==> config.mk <==
export PLATFORM = sky130hd
export DESIGN_NAME = lnb_fault_hiccup_tone_control
export DESIGN_NICKNAME = d
export VERILOG_FILES = /design/src/logic/lnb_pkg.sv /design/src/logic/lnb_fault_hiccup_tone_control.sv /design/src/logic/pin_sync.sv
export VERILOG_INCLUDE_DIRS = /design/src /design/src/logic
export SDC_FILE = /design/constraint.sdc
export NUM_CORES = 1
export LEC_CHECK = 0
export ABC_CLOCK_PERIOD_IN_PS = 2350
export BUFFER_PORTS_ARGS = -buffer_cell sky130_fd_sc_hd__buf_2
export CELL_PAD_IN_SITES_DETAIL_PLACEMENT = 1
export CELL_PAD_IN_SITES_GLOBAL_PLACEMENT = 2
export CORE_ASPECT_RATIO = 0.7
export CORE_MARGIN = 5
export CORE_UTILIZATION = 32
export CTS_CLUSTER_SIZE = 12
export DETAILED_ROUTE_END_ITERATION = 8
export HOLD_SLACK_MARGIN = 0.02
export PLACE_DENSITY = 0.85
export SKIP_LAST_GASP = 1
export SLEW_MARGIN = 20
export SYNTH_ARGS = -nofsm -noshare
export SYNTH_HDL_FRONTEND = slang
export SYNTH_SLANG_ARGS = --single-unit
==> constraint.sdc <==
create_clock -name clk -period 2.35 [get_ports clk]
set_input_delay 0.235 -clock clk [delete_from_list [all_inputs] [get_ports clk]]
set_output_delay 0.235 -clock clk [all_outputs]
set_load 0.01 [all_outputs]
==> src/logic/lnb_consts.svh <==
// Purpose: Offsets, field positions, reset values and timing figures of the LNB control block
// Assumes: 8-bit APB byte address, 32-bit data, one word per register
// Notes: Definitions only
`ifndef LNB_CONSTS_SVH
`define LNB_CONSTS_SVH

// ==========================================================
// Register byte offsets
`define LNB_OFF_CTRL 8'h00
`define LNB_OFF_CLIM 8'h04
`define LNB_OFF_FLAGS 8'h08
`define LNB_OFF_IRQ_STAT 8'h0C
`define LNB_OFF_IRQ_EN 8'h10
`define LNB_OFF_IRQ_CLR 8'h14

// ==========================================================
// Control register fields
`define LNB_CTRL_OUT_EN 3
`define LNB_CTRL_TONE_SRC 4
`define LNB_CTRL_TONE_GATE 5
`define LNB_CTRL_SERIAL_EN 7
`define LNB_CTRL_RESET 8'h08

// ==========================================================
// Current limit register fields
`define LNB_CLIM_BY_RES 0
`define LNB_CLIM_SEL_LO 1
`define LNB_CLIM_SEL_HI 2
`define LNB_CLIM_RESET 3'h1

// ==========================================================
// Flag register fields
`define LNB_FLG_OC 0
`define LNB_FLG_OT 1
`define LNB_FLG_HICCUP 2
`define LNB_FLG_THERM 3
`define LNB_FLG_FAULT 4
`define LNB_FLG_PIN 5

// ==========================================================
// Interrupt events
`define LNB_IRQ_N 4
`define LNB_IRQ_HICCUP 0
`define LNB_IRQ_THERM_OFF 1
`define LNB_IRQ_THERM_ON 2
`define LNB_IRQ_RETRY 3

// ==========================================================
// Timing figures
`define LNB_CLK_MHZ 200
`define LNB_OC_WINDOW_MS 4
`define LNB_HICCUP_OFF_MS 128
`define LNB_TONE_HZ 22000
`define LNB_CNT_W 25
`define LNB_TONE_CNT_W 13

`endif

==> src/logic/lnb_pkg.sv <==
// Purpose: Types shared by the LNB control block
// Assumes: Nothing beyond the constants header
// Notes: Binary state codes written out
package lnb_pkg;

	typedef enum logic [1:0]
	{
		HC_RUN = 2'b00,
		HC_LIMIT = 2'b01,
		HC_OFF = 2'b10
	} hiccup_state_e;

	typedef logic [31:0] word_t;
	typedef logic [7:0] addr_t;

endpackage

==> src/logic/lnb_fault_hiccup_tone_control.sv <==
// Purpose: Hiccup timer, thermal shutdown, latched fault pin and tone selection of an LNB supply
// Assumes: 200 MHz clk, comparator and pin inputs asynchronous, APB register access
// Notes: Long counts are parameters so a simulation can shorten them
// Behaviour
// - Overcurrent lasting over 4 ms shuts converter down; retry after 128 ms.
// - Current limit chosen by resistor or by a software-written register.
// - Output off above 160 C, back on below 140 C.
// - Register bus and fault logic keep working during protection states.
// - Entering hiccup or thermal shutdown drives the fault pin low.
// - Fault pin stays low until a clearing action, even after recovery.
// - Without serial control, recycling the enable pin releases the fault pin.
// - With serial control, reading the flags releases the fault pin.
// - Tone may come from the external tone input.
// - Tone may come from the internal generator, switched by control logic.
// - Option four gives internal tone only while gate bit is set.
// - Source select one picks internal generator, zero picks external input.
// - Gate bit one lets the internal generator run ungated; zero gates it with the external input.
//
// Our own choices: register access over APB and the placing of the registers.
`timescale 1ns/1ps
`include "lnb_consts.svh"

module lnb_fault_hiccup_tone_control #(
	parameter int OC_WINDOW_CYC = `LNB_OC_WINDOW_MS * `LNB_CLK_MHZ * 1000,
	parameter int HICCUP_OFF_CYC = `LNB_HICCUP_OFF_MS * `LNB_CLK_MHZ * 1000,
	parameter int TONE_HALF_CYC = (`LNB_CLK_MHZ * 1000000) / (2 * `LNB_TONE_HZ)
) (
	// Clock and reset
	input wire logic clk,
	input wire logic rst_b,
	// APB slave
	input wire logic psel,
	input wire logic penable,
	input wire logic pwrite,
	input wire lnb_pkg::addr_t paddr,
	input wire lnb_pkg::word_t pwdata,
	output lnb_pkg::word_t prdata,
	output logic pready,
	output logic pslverr,
	// Analog status inputs
	input wire logic overcurrent_in,
	input wire logic temp_above_high,
	input wire logic temp_below_low,
	// Enable pin and external tone input
	input wire logic enable_pin,
	input wire logic external_tone_input,
	// Open-drain fault pin, active low
	input wire logic fault_n_in,
	output logic fault_n_out,
	output logic fault_n_oe,
	// Regulator controls
	output logic converter_enable,
	output logic tone_out,
	output logic limit_by_resistor,
	output logic [1:0] current_limit_sel,
	// Interrupt
	output logic irq
);
	import lnb_pkg::*;

	// ==========================================================
	// Address decode
	function automatic logic reg_hit(input addr_t a, input addr_t off);
		reg_hit = (a == off);
	endfunction

	wire hit_ctrl = reg_hit(paddr, `LNB_OFF_CTRL);
	wire hit_clim = reg_hit(paddr, `LNB_OFF_CLIM);
	wire hit_flags = reg_hit(paddr, `LNB_OFF_FLAGS);
	wire hit_ist = reg_hit(paddr, `LNB_OFF_IRQ_STAT);
	wire hit_ien = reg_hit(paddr, `LNB_OFF_IRQ_EN);
	wire hit_iclr = reg_hit(paddr, `LNB_OFF_IRQ_CLR);
	wire mapped = hit_ctrl | hit_clim | hit_flags | hit_ist | hit_ien | hit_iclr;
	wire apb_acc = psel & penable;
	wire apb_wr = apb_acc & pwrite & mapped;
	wire flags_rd = apb_acc & ~pwrite & hit_flags;

	// ==========================================================
	// Pin synchronisers
	logic [5:0] pins_s;

	pin_sync #(.W(6)) u_sync (
		.clk(clk),
		.rst_b(rst_b),
		.async_in({fault_n_in, external_tone_input, temp_below_low, temp_above_high,
			overcurrent_in, enable_pin}),
		.level_out(pins_s)
	);

	wire en_s = pins_s[0];
	wire oc_s = pins_s[1];
	wire hot_s = pins_s[2];
	wire cool_s = pins_s[3];
	wire ext_s = pins_s[4];

	// ==========================================================
	// Registers
	logic [7:0] ctrl_r;
	logic [2:0] clim_r;
	logic [`LNB_IRQ_N-1:0] irq_st_r;
	logic [`LNB_IRQ_N-1:0] irq_en_r;
	logic [`LNB_IRQ_N-1:0] irq_ev;
	word_t prdata_r;

	wire serial_en = ctrl_r[`LNB_CTRL_SERIAL_EN];
	wire tone_source_select = ctrl_r[`LNB_CTRL_TONE_SRC];
	wire tone_gate_control = ctrl_r[`LNB_CTRL_TONE_GATE];

	always_ff @(posedge clk)
	begin
		if (!rst_b)
		begin
			ctrl_r <= `LNB_CTRL_RESET;
			clim_r <= `LNB_CLIM_RESET;
			irq_en_r <= '0;
		end
		else
		begin
			if (apb_wr && hit_ctrl)
				ctrl_r <= pwdata[7:0];
			if (apb_wr && hit_clim)
				clim_r <= pwdata[2:0];
			if (apb_wr && hit_ien)
				irq_en_r <= pwdata[`LNB_IRQ_N-1:0];
		end
	end

	assign limit_by_resistor = clim_r[`LNB_CLIM_BY_RES];
	assign current_limit_sel = clim_r[`LNB_CLIM_SEL_HI:`LNB_CLIM_SEL_LO];

	// ==========================================================
	// Hiccup timer
	hiccup_state_e st_r;
	hiccup_state_e st_nxt;
	logic [`LNB_CNT_W-1:0] cnt_r;
	logic [`LNB_CNT_W-1:0] cnt_nxt;
	logic conv_req;

	assign conv_req = serial_en ? ctrl_r[`LNB_CTRL_OUT_EN] : en_s;

	always_comb
	begin
		st_nxt = st_r;
		case (st_r)
			HC_RUN:
				if (oc_s)
					st_nxt = HC_LIMIT;
			HC_LIMIT:
				if (!oc_s)
					st_nxt = HC_RUN;
				else if (cnt_r == `LNB_CNT_W'(OC_WINDOW_CYC - 1))
					st_nxt = HC_OFF;
			HC_OFF:
				if (cnt_r == `LNB_CNT_W'(HICCUP_OFF_CYC - 1))
					st_nxt = HC_RUN;
			default:
				st_nxt = HC_RUN;
		endcase
	end

	// Counter restarts on every state change
	assign cnt_nxt = (st_nxt != st_r || st_r == HC_RUN) ? '0 : cnt_r + 1'b1;

	always_ff @(posedge clk)
	begin
		if (!rst_b)
		begin
			st_r <= HC_RUN;
			cnt_r <= '0;
		end
		else
		begin
			st_r <= st_nxt;
			cnt_r <= cnt_nxt;
		end
	end

	wire enter_off = (st_r == HC_LIMIT) && (st_nxt == HC_OFF);
	wire retry = (st_r == HC_OFF) && (st_nxt == HC_RUN);

	// ==========================================================
	// Thermal shutdown with hysteresis
	logic therm_r;
	logic therm_nxt;

	assign therm_nxt = hot_s | (therm_r & ~cool_s);
	wire therm_rise = ~therm_r & therm_nxt;
	wire therm_fall = therm_r & ~therm_nxt;

	// ==========================================================
	// Output enable and latched fault
	logic output_on_r;
	logic fault_r;
	logic en_d_r;
	logic ocf_r;
	logic otf_r;

	wire output_on = conv_req && (st_r != HC_OFF) && !therm_r;
	wire fault_set = enter_off | therm_rise;
	wire clr_en = ~serial_en & en_s & ~en_d_r;
	wire clr_rd = serial_en & flags_rd;

	always_ff @(posedge clk)
	begin
		if (!rst_b)
		begin
			therm_r <= 1'b0;
			output_on_r <= 1'b0;
			fault_r <= 1'b0;
			en_d_r <= 1'b0;
			ocf_r <= 1'b0;
			otf_r <= 1'b0;
		end
		else
		begin
			therm_r <= therm_nxt;
			output_on_r <= output_on;
			en_d_r <= en_s;
			// Set wins over either clear
			fault_r <= fault_set | (fault_r & ~(clr_en | clr_rd));
			ocf_r <= enter_off | (ocf_r & ~flags_rd);
			otf_r <= therm_rise | (otf_r & ~flags_rd);
		end
	end

	assign converter_enable = output_on_r;
	assign fault_n_out = 1'b0;
	assign fault_n_oe = fault_r;

	// ==========================================================
	// Tone generation and selection
	logic [`LNB_TONE_CNT_W-1:0] tcnt_r;
	logic int_tone_r;
	logic tone_r;

	wire tone_src = tone_source_select ? int_tone_r : ext_s;
	// Gate off with internal source uses the external input as gate
	wire tone_ok = tone_gate_control | ~tone_source_select | ext_s;
	wire tone_nxt = output_on & tone_src & tone_ok;

	always_ff @(posedge clk)
	begin
		if (!rst_b)
		begin
			tcnt_r <= '0;
			int_tone_r <= 1'b0;
			tone_r <= 1'b0;
		end
		else
		begin
			if (tcnt_r == `LNB_TONE_CNT_W'(TONE_HALF_CYC - 1))
			begin
				tcnt_r <= '0;
				int_tone_r <= ~int_tone_r;
			end
			else
				tcnt_r <= tcnt_r + 1'b1;
			tone_r <= tone_nxt;
		end
	end

	assign tone_out = tone_r;

	// ==========================================================
	// Interrupts
	assign irq_ev[`LNB_IRQ_HICCUP] = enter_off;
	assign irq_ev[`LNB_IRQ_THERM_OFF] = therm_rise;
	assign irq_ev[`LNB_IRQ_THERM_ON] = therm_fall;
	assign irq_ev[`LNB_IRQ_RETRY] = retry;

	genvar gi;
	generate
		for (gi = 0; gi < `LNB_IRQ_N; gi = gi + 1)
		begin : g_irq
			always_ff @(posedge clk)
			begin
				if (!rst_b)
					irq_st_r[gi] <= 1'b0;
				else
					irq_st_r[gi] <= irq_ev[gi] | (irq_st_r[gi] & ~(apb_wr & hit_iclr & pwdata[gi]));
			end
		end
	endgenerate

	assign irq = |(irq_st_r & irq_en_r);

	// ==========================================================
	// Read data, captured in the setup phase
	word_t rd_mux;

	assign rd_mux = hit_ctrl ? {24'h00_0000, ctrl_r} :
		hit_clim ? {29'h0000_0000, clim_r} :
		hit_flags ? {26'h000_0000, ~pins_s[5], fault_r, therm_r, st_r == HC_OFF, otf_r, ocf_r} :
		hit_ist ? {28'h000_0000, irq_st_r} :
		hit_ien ? {28'h000_0000, irq_en_r} : 32'h0000_0000;

	always_ff @(posedge clk)
	begin
		if (!rst_b)
			prdata_r <= 32'h0000_0000;
		else if (psel && !penable && !pwrite)
			prdata_r <= rd_mux;
	end

	assign prdata = prdata_r;
	assign pready = apb_acc;
	assign pslverr = apb_acc & ~mapped;
endmodule

==> src/logic/pin_sync.sv <==
// Purpose: Three-stage synchroniser with agreement filter for asynchronous pins
// Assumes: Inputs are asynchronous to clk
// Notes: A change counts once the second and third stages agree
`timescale 1ns/1ps

module pin_sync #(
	parameter int W = 1
) (
	// Clock and reset
	input wire logic clk,
	input wire logic rst_b,
	// Pins and filtered levels
	input wire logic [W-1:0] async_in,
	output logic [W-1:0] level_out
);

	logic [W-1:0] ff1_r;
	logic [W-1:0] ff2_r;
	logic [W-1:0] ff3_r;
	logic [W-1:0] level_r;

	genvar i;
	generate
		for (i = 0; i < W; i = i + 1)
		begin : g_bit
			always_ff @(posedge clk)
			begin
				if (!rst_b)
				begin
					ff1_r[i] <= 1'b0;
					ff2_r[i] <= 1'b0;
					ff3_r[i] <= 1'b0;
					level_r[i] <= 1'b0;
				end
				else
				begin
					ff1_r[i] <= async_in[i];
					ff2_r[i] <= ff1_r[i];
					ff3_r[i] <= ff2_r[i];
					if (ff2_r[i] == ff3_r[i])
						level_r[i] <= ff3_r[i];
				end
			end
		end
	endgenerate

	assign level_out = level_r;

endmodule

After elaboration in Yosys (flattened, before gate mapping):

Index checks and enable logic that the tools add are counted.

* bits in registers: 123
* latch bits: 0
* bits in writable memories: 0
* memory bits (read-only): 0
* bits of input ports: 51
* word-level logic and storage cells: 156
* memories: 0

* add/sub/neg operators: 2
* multipliers: 0
* div/mod/pow operators: 0
* $lt $le $gt $ge: 0
* equality and inequality tests: 19
* shift-type cells: 0
* muxes and demuxes: 12
* bitwise operators: 61
* reduce and logical (&&, ||, !) cells: 19

Operators by type and width (count)
* $and 1x1->1: 26
* $add 25x1->25 const B: 1
* $eq 25x20->1 const B: 1
* $eq 25x25->1 const B: 1
* $not 1->1: 17
* $or 1x1->1: 17
* $eq 8x4->1 const B: 2
* $eq 8x5->1 const B: 2
* $add 13x1->13 const B: 1
* $eq 13x13->1 const B: 1
* $mux 6: 2
* $logic_and 1x1->1: 9
* $eq 8x3->1 const B: 1
* $logic_not 8->1: 1
* $mux 2: 4
* $mux 4: 2
* $mux 8: 1
* $eq 1x1->1: 6
* $pmux 2 s3: 1
* $and 4x4->4: 1
* $eq 2x2->1 const B: 2
* $logic_not 2->1: 2
* $reduce_or 2->1: 2
* $reduce_or 4->1: 1
* other kinds (6): 9

Longest topological paths before layout:

Gate-level depths: netlist of the first run.

* depth in word-level cells: 12
* depth in mapped cells: 7
* gate-level depth less buffers: 6

By module:

Synthesis of the first run repeated with hierarchy kept, for this count alone.

* cell total of the unflattened synthesis: 501
* area total of the unflattened synthesis: 4642.0 µm²

By module, submodules not included
* lnb_fault_hiccup_tone_control: times used 1, cells each 439, area each 3931.3 µm², seq. area each 1501.4 µm²
* pin_sync: times used 1, cells each 62, area each 710.7 µm², seq. area each 480.5 µm²

Worst setup path after synthesis of the first run:

OpenSTA, ideal clock, no wires.

* kind: register -> register
* from: register cnt_r[16]
* to: register cnt_r[18]
* setup time: 0.132 ns
* arrival time: 1.885 ns
* required time: 2.218 ns
* slack: 0.334 ns
* cell stages (with the launch flop): 7
* period minus slack after synthesis: 2.016 ns
* cells stage by stage: dfxtp_1 -> or4_1 -> or4_1 -> buf_6 -> o211ai_4 -> buf_6 -> a22oi_1

* cells in the longest elaborated chain, start to end: 7

RTL lines
* start: declaration: RTL line lnb_fault_hiccup_tone_control.sv:135 `` logic [`LNB_CNT_W-1:0] cnt_r; ``
* start signal: assignment: RTL line lnb_fault_hiccup_tone_control.sv:174 `cnt_r <= cnt_nxt;`
* $eq 25x20->1: RTL line lnb_fault_hiccup_tone_control.sv:151 `` else if (cnt_r == `LNB_CNT_W'(OC_WINDOW_CYC - 1)) ``
* $mux 2: RTL line lnb_fault_hiccup_tone_control.sv:151
* $mux 2: RTL line lnb_fault_hiccup_tone_control.sv:149 `if (!oc_s)`
* $pmux 2 s3: RTL line lnb_fault_hiccup_tone_control.sv:144 `case (st_r)`
* $ne 2x2->1: RTL line lnb_fault_hiccup_tone_control.sv:162 `assign cnt_nxt = (st_nxt != st_r || st_r == HC_RUN) ? '0 : cnt_r + 1'b1;`
* $logic_or 1x1->1: RTL line lnb_fault_hiccup_tone_control.sv:162
* $reduce_or 2->1 (no line)

Parallel ways exist; a longest one is shown, timed or not.
A chain may end at the register's enable or synchronous reset.

Worst setup path after layout of the first run:

Same ends and word-level chain as after synthesis.

==> results of run 1 <==
-- report_power, final --
group	leakage, nW	switching (mW)	internal, mW
clock	0.131	0.625	0.746
combinational	0.922	0.0970	0.0530
sequential	0.801	0.0131	1.70
-- placed cells by master (no fill, tap or decap), drive strengths merged, types with 2 or more instances in the layout --
master,instances
and3,9
nor2b,7
nand2,34
clkinvlp,2
nor4,6
nor3,6
a21oi,43
o22ai,3
nand4,16
and4,8
or4,10
nand3b,3
o31ai,11
conb,25
o21ai,28
nor3b,3
or3,3
and2,21
a32oi,2
buf,55
a22oi,15
nand2b,2
nand3,36
nor4b,3
o22a,3
and3b,2
nor2,26
xor2,13
ha,3
xnor2,12
dfxtp,99
mux2i,7
inv,14
clkbuf,10
-- through the flow --
step	instances	total power, mW	hold slack, ns	util [%]
after floorplan	537	1.86	0.360	-
after global placement	729	1.89	0.415	34.9
after detailed placement	729	1.90	0.431	34.9
after CTS	744	3.29	0.0849	36.9
after global routing	744	3.38	0.0805	36.9
final	744	3.23	0.102	36.9
-- cell families (layout without fill, tap and decap cells) --
kind of cell / after synthesis / count (layout) / share of synthesized area (%)
and+or+nand+nor: 197 / 197 / 24.3
DFF: 99 / 99 / 44.0
muxes: 7 / 7 / 1.55
xor gates and xnor gates: 25 / 25 / 4.86
other: 1 / 25 / 0.0832
adders and majority gates: 3 / 3 / 0.832
buffers and inverters: 65 / 82 / 8.30
AOI/OAI and AO/OA: 116 / 116 / 16.1
-- routing by layer --
metal,global-route usage [%],vias to the layer above
met5,0,-
met4,3.27,0
met2,22.4,78
met1,20.3,1874
met3,3.66,5
li1,-,1873
-- sequential cells by signal, indices dropped and copies added (netlist names), 2 cells and up --
name and cells:
cnt_r 25, tcnt_r 13, ctrl_r 8, prdata 8, u_sync.ff1_r 6, u_sync.ff2_r 6, u_sync.ff3_r 6, u_sync.level_out 6
irq_en_r 4, irq_st_r 4, clim_r 3, st_r 2
-- Yosys cell counts, drive strengths merged, types with 2 or more instances --
master / count
a21oi: 43
a22oi: 15
a32oi: 2
and2: 21
and3: 9
and3b: 2
and4: 8
buf: 34
clkbuf: 19
dfxtp: 99
ha: 3
inv: 12
mux2i: 7
nand2: 34
nand2b: 2
nand3: 36
nand3b: 3
nand4: 16
nor2: 26
nor2b: 7
nor3: 6
nor3b: 3
nor4: 6
nor4b: 3
o21ai: 28
o22a: 3
o22ai: 3
o31ai: 11
or3: 3
or4: 10
xnor2: 12
xor2: 13
-- area by class of cell --
type / count / area share [%]
clock buffer: 10 / 4.67
clock inverter: 5 / 0.734
inverter: 12 / 0.881
multi-input combinational: 373 / 43.9
sequential: 99 / 38.7
tap: 190 / 4.65
timing repair buffer: 55 / 6.46
-- worst max-delay path by stage --
stage | startpoint | end | slack, ns
after CTS | cnt_r[16] | cnt_r[18] | 0.11
after global routing | cnt_r[16] | cnt_r[1] | 0.03
after detailed placement | cnt_r[16] | cnt_r[18] | 0.12
final | cnt_r[16] | cnt_r[18] | 0.11
after global placement | cnt_r[16] | cnt_r[20] | 0.18
after floorplan | cnt_r[16] | cnt_r[18] | 0.33
==> results.cfg, run 1 <==
[setup_path]
end_kind = register
critPathMaxStageDelay_ns = 0.59
ff2ff_setup_slack_ns = 0.11
slowest_stage = or4_1
crit_top_cell = or4_1
critPathBufInv = 1
reg2reg_depth = 5
rr_endpoint = cnt_r[18]
rr_startpoint = cnt_r[16]
cp-start-kind = register
cp.arrival_ns = 2.45
critical-path-top-delay-family = simple AND/OR/NAND/NOR gates
path_cells = or4_1, or4_1, o211ai_4, buf_12, a22oi_1
critical_path_required_ns = 2.56
path_depth = 5
crit_fanout = 25
path_class = register to register

[final_layout]
area_delta_synth_final_pct = 13.4
multi_input_area_mm2 = 0.00224
seqCellArea_mm2 = 0.00198
antenna_cells = 0
drive_above_1_share_pct = 13.9
finalNetCount = 604
num-fill-cells = 1668
final_area_mm2 = 0.00511

[die]
rows = 36
die_area_mm2 = 0.0166
die_w_um = 152
core_area_mm2 = 0.0139
die_y_um = 109
start_util_pct = 32.5
ioPinCount = 93

[yosys]
yosys_warnings = 0
async_flop_share_pct = 0
yosysTopAreaCell = dfxtp_1
ys_seq_elements = 99
synth.distinct_cells = 52
synth_area_leaders = dfxtp_1 44%, a21oi_1 4.8%, buf_4 4.3%, nand3_1 4.0%, o21ai_0 3.1%
ys.flop_type = dfxtp_1
synth_top_area_share_pct = 44.0
yosysSeqAreaShare_pct = 44.0
syn_area_per_cell_um2 = 8.79
netlist_area_mm2 = 0.00451
postSynthCellCount = 513
synth-edff-count = 0

[timing]
grt_setup_unrepaired = no
finClkSkew_ns = 0.00695
finalHoldViolCount = 0
fin_crit_sh_pct = 95.2
setup_slack_ns = 0.112
worstMarginPinSlew_ns = 0.546
finalSetupViolCount = 0
fmax_mhz = 447
layout_min_cycle_time_ns = 2.24
maxSlewHeadroom_pct = 63.6
drv_slew = 0
setup_tns_ns = 0

[hold_path]
holdPathEnd = u_sync.ff1_r[1]
holdPathStages = 2
min_from = overcurrent_in
hold_path.class = input port to register

[cts]
htree_levels = 3
ctsResizeCount = 0
cts-hold-fix-buffers = 0
cts_setup_buffers = 0
cts_made_buffers = 9
cts_tree = done
clock_sinks = 99
clock_latency_ns = 0.34
clk_transition_reported_paths_ns = 0.07
root_buffer = clkbuf_16
cts.path.max_buffers = 2

[drt]
drcViolationCount = 0
wl_met2_um = 5220
drt_iter0_drc = 217
topRoutingLayerUsed = met4
routed_wl_um = 11900
wl_met1_um = 6100
avgRoutedWirePerCell_um = 16.0
dr_wl_met3_um = 512
vias = 3830
drtPass1Iterations = 6
avgViaCountPerCell = 5.15
drtAntennaViolNets = 0

[global_route]
grt_pass1_vias = 3871
grt_max_degree = 28
grt_pass1_wl_um = 19700
grt_overflow_total = 0
track_usage_pct = 14.4
antenna_found_initial = 0

[pwr]
power_density_mw_per_mm2 = 632
p_leak_nw = 1.85
vdd_drop_max_mv = 0.352

[place]
routabilityCongestion = 0.834
dpl.hpwl_um = 8830
dp_slack_ns = 0.116
dpl_cell_area_mm2 = 0.00484
port_buffers = 43

[job]
cap_violations = 0

[run_status]
outcome = finished, final reports clean
Note: power is estimated with default switching activity, not from simulation.
==> inputs of run 2 (changes only) <==
Settings changed: CELL_PAD_IN_SITES_DETAIL_PLACEMENT 1 to not set, CELL_PAD_IN_SITES_GLOBAL_PLACEMENT 2 to not set, CORE_UTILIZATION 32 to 34, PLACE_DENSITY 0.85 to 0.61, SETUP_SLACK_MARGIN set to 0.15.
==> run 2 against run 1 <==
Net effect: count of clock-buffer cells in the layout unchanged; non-clock buffer count decreased by 1; utilization increased by 2.0 points; critical path depth unchanged; routed wire length decreased by 13%; worst setup slack improved by 0.16 ns; cell count decreased by 3.2%; worst hold slack got worse by 0.0033 ns; register-to-register slack improved by 0.16 ns; sequential share of layout area increased by 0.19 points; via count decreased by 2.1%; final area decreased by 0.49%; critical endpoint is now cnt_r[15]; largest power group unchanged; highest routed layer unchanged.
==> results.cfg, run 2 (same netlist as run 1, synthesis figures left out) <==
[die]
die_y_um = 106
core_area_mm2 = 0.0131
ioPinCount = 93
die_w_um = 148
rows = 35
die_area_mm2 = 0.0157
start_util_pct = 34.4

[drt]
drtAntennaViolNets = 0
drtPass1Iterations = 5
routed_wl_um = 10300
drcViolationCount = 0
drt_iter0_drc = 370
avgViaCountPerCell = 5.21
topRoutingLayerUsed = met4
dr_wl_met3_um = 726
wl_met2_um = 4280
avgRoutedWirePerCell_um = 14.4
wl_met1_um = 5260
vias = 3751

[hold_path]
hold_path.class = input port to register
holdPathStages = 2

[place]
port_buffers = 43
dp_slack_ns = 0.191
dpl.hpwl_um = 7450
routabilityCongestion = 0.879

[pwr]
p_leak_nw = 1.86
vdd_drop_max_mv = 0.323
power_frac_seq_pct = 52.5
p_int_mw = 2.51
power_mw = 3.26
swShare_pct = 23.1
power_density_mw_per_mm2 = 640
pwr-share-clk_pct = 43.1
p_sw_mw = 0.752
p_comb_share_pct = 4.4

[final_layout]
fin_util_pct = 38.9
layout_common_cells = 99 x dfxtp_1, 43 x a21oi_1, 43 x buf_2
drive_above_1_share_pct = 14.1
layout_commonest_cell = dfxtp_1
area_delta_synth_final_pct = 12.9
top_register = cnt_r
finalNetCount = 603
antenna_cells = 0
reg.largest.list = cnt_r x25, tcnt_r x13
largest_reg_flops = 25

[global_route]
grt_overflow_total = 0
grt_max_degree = 26
grt_pass1_vias = 3458
antenna_found_initial = 0
grt_pass1_wl_um = 17300
track_usage_pct = 13.5

[setup_path]
path_class = register to register
reg2reg_depth = 5
critical_path_required_ns = 2.57
crit_fanout = 25
cp.arrival_ns = 2.30
cp-start-kind = register
critPathMaxStageDelay_ns = 0.56
path_cells = or4_1, or4_4, o211ai_4, buf_12, a22oi_1
slowest_stage = or4_1
end_kind = register

[timing]
finalHoldViolCount = 0
finClkSkew_ns = 0.00547
drv_slew = 0
worstMarginPinSlew_ns = 0.492
maxSlewHeadroom_pct = 66.3
fin_hold_ws_ns = 0.0982
fmax_mhz = 481
setup_tns_ns = 0
setup_slack_ns = 0.271
layout_min_cycle_time_ns = 2.08
grt_setup_unrepaired = no
fin_crit_sh_pct = 88.5
finalSetupViolCount = 0

[cts]
clock_sinks = 99
clk_transition_reported_paths_ns = 0.07
root_buffer = clkbuf_16
cts.path.max_buffers = 2
cts_made_buffers = 9
clock_latency_ns = 0.34
cts_tree = done
cts-hold-fix-buffers = 0
htree_levels = 3

[run_status]
outcome = finished, final reports clean

[job]
cap_violations = 0
run 2: changes by cell type in the layout (fill, tap and decap cells not counted), sizes merged:
cell      previous run  this run
inv                 14        15
clkinvlp             2         1
clkinv               1         2
buf                 55        54
run 2: cell type report:
| cell class | instances | area [um^2] |
|---|---|---|
| clock inverter | 6 | 46.3 |
| multi-input combinational | 373 | 2250 |
| tap | 166 | 208 |
| sequential | 99 | 1980 |
| clock buffer | 10 | 239 |
| timing repair buffer | 54 | 323 |
| inverter | 12 | 45.0 |
| fill | 1337 | 8000 |
run 2: worst paths after layout:
kind | startpoint | endpoint | slack [ns]
setup / recovery | cnt_r[16] | cnt_r[15] | 0.27
hold / removal | enable_pin | u_sync.ff1_r[0] | 0.1
setup reg to reg | cnt_r[16] | cnt_r[15] | 0.27
hold reg to reg | u_sync.ff1_r[3] | u_sync.ff2_r[3] | 0.43
run 2: power groups by stage:
stage / Clock [mW] / Combinational (mW) / Sequential, mW
after global placement: 0 / 0.141 / 1.75
final: 1.40 / 0.144 / 1.71
after CTS: 1.45 / 0.143 / 1.71
after detailed placement: 0 / 0.143 / 1.75
after global routing: 1.51 / 0.163 / 1.71
after floorplan: 0 / 0.118 / 1.74
run 2: worst max-delay path, delay by kind of cell (launching register included):
family                 cells  cell delay [ns]
buffers and inverters      1             0.19
and+or+nand+nor            2             1.06
DFF                        1             0.37
AOI/OAI and AO/OA          2             0.32
run 2: per-stage QoR:
stage | area, um^2 | instances
CTS | 5090 | 720
finish | 5090 | 720
floorplan | 4600 | 537
global route | 5090 | 720
global placement | 4800 | 704
detailed placement | 4800 | 704
run 2: per-layer routing:
metal | track usage [%] | vias to the layer above
met5 | 0 | -
met4 | 3.72 | 0
met3 | 3.88 | 6
met2 | 19.2 | 109
met1 | 19.7 | 1748
li1 | - | 1888
run 2: repair_timing:
item / 4_1_cts / 5_1_grt
endpoints found under the setup margin: 0 / 25
buffers inserted: 0 / 0
resized for setup: 0 / 1
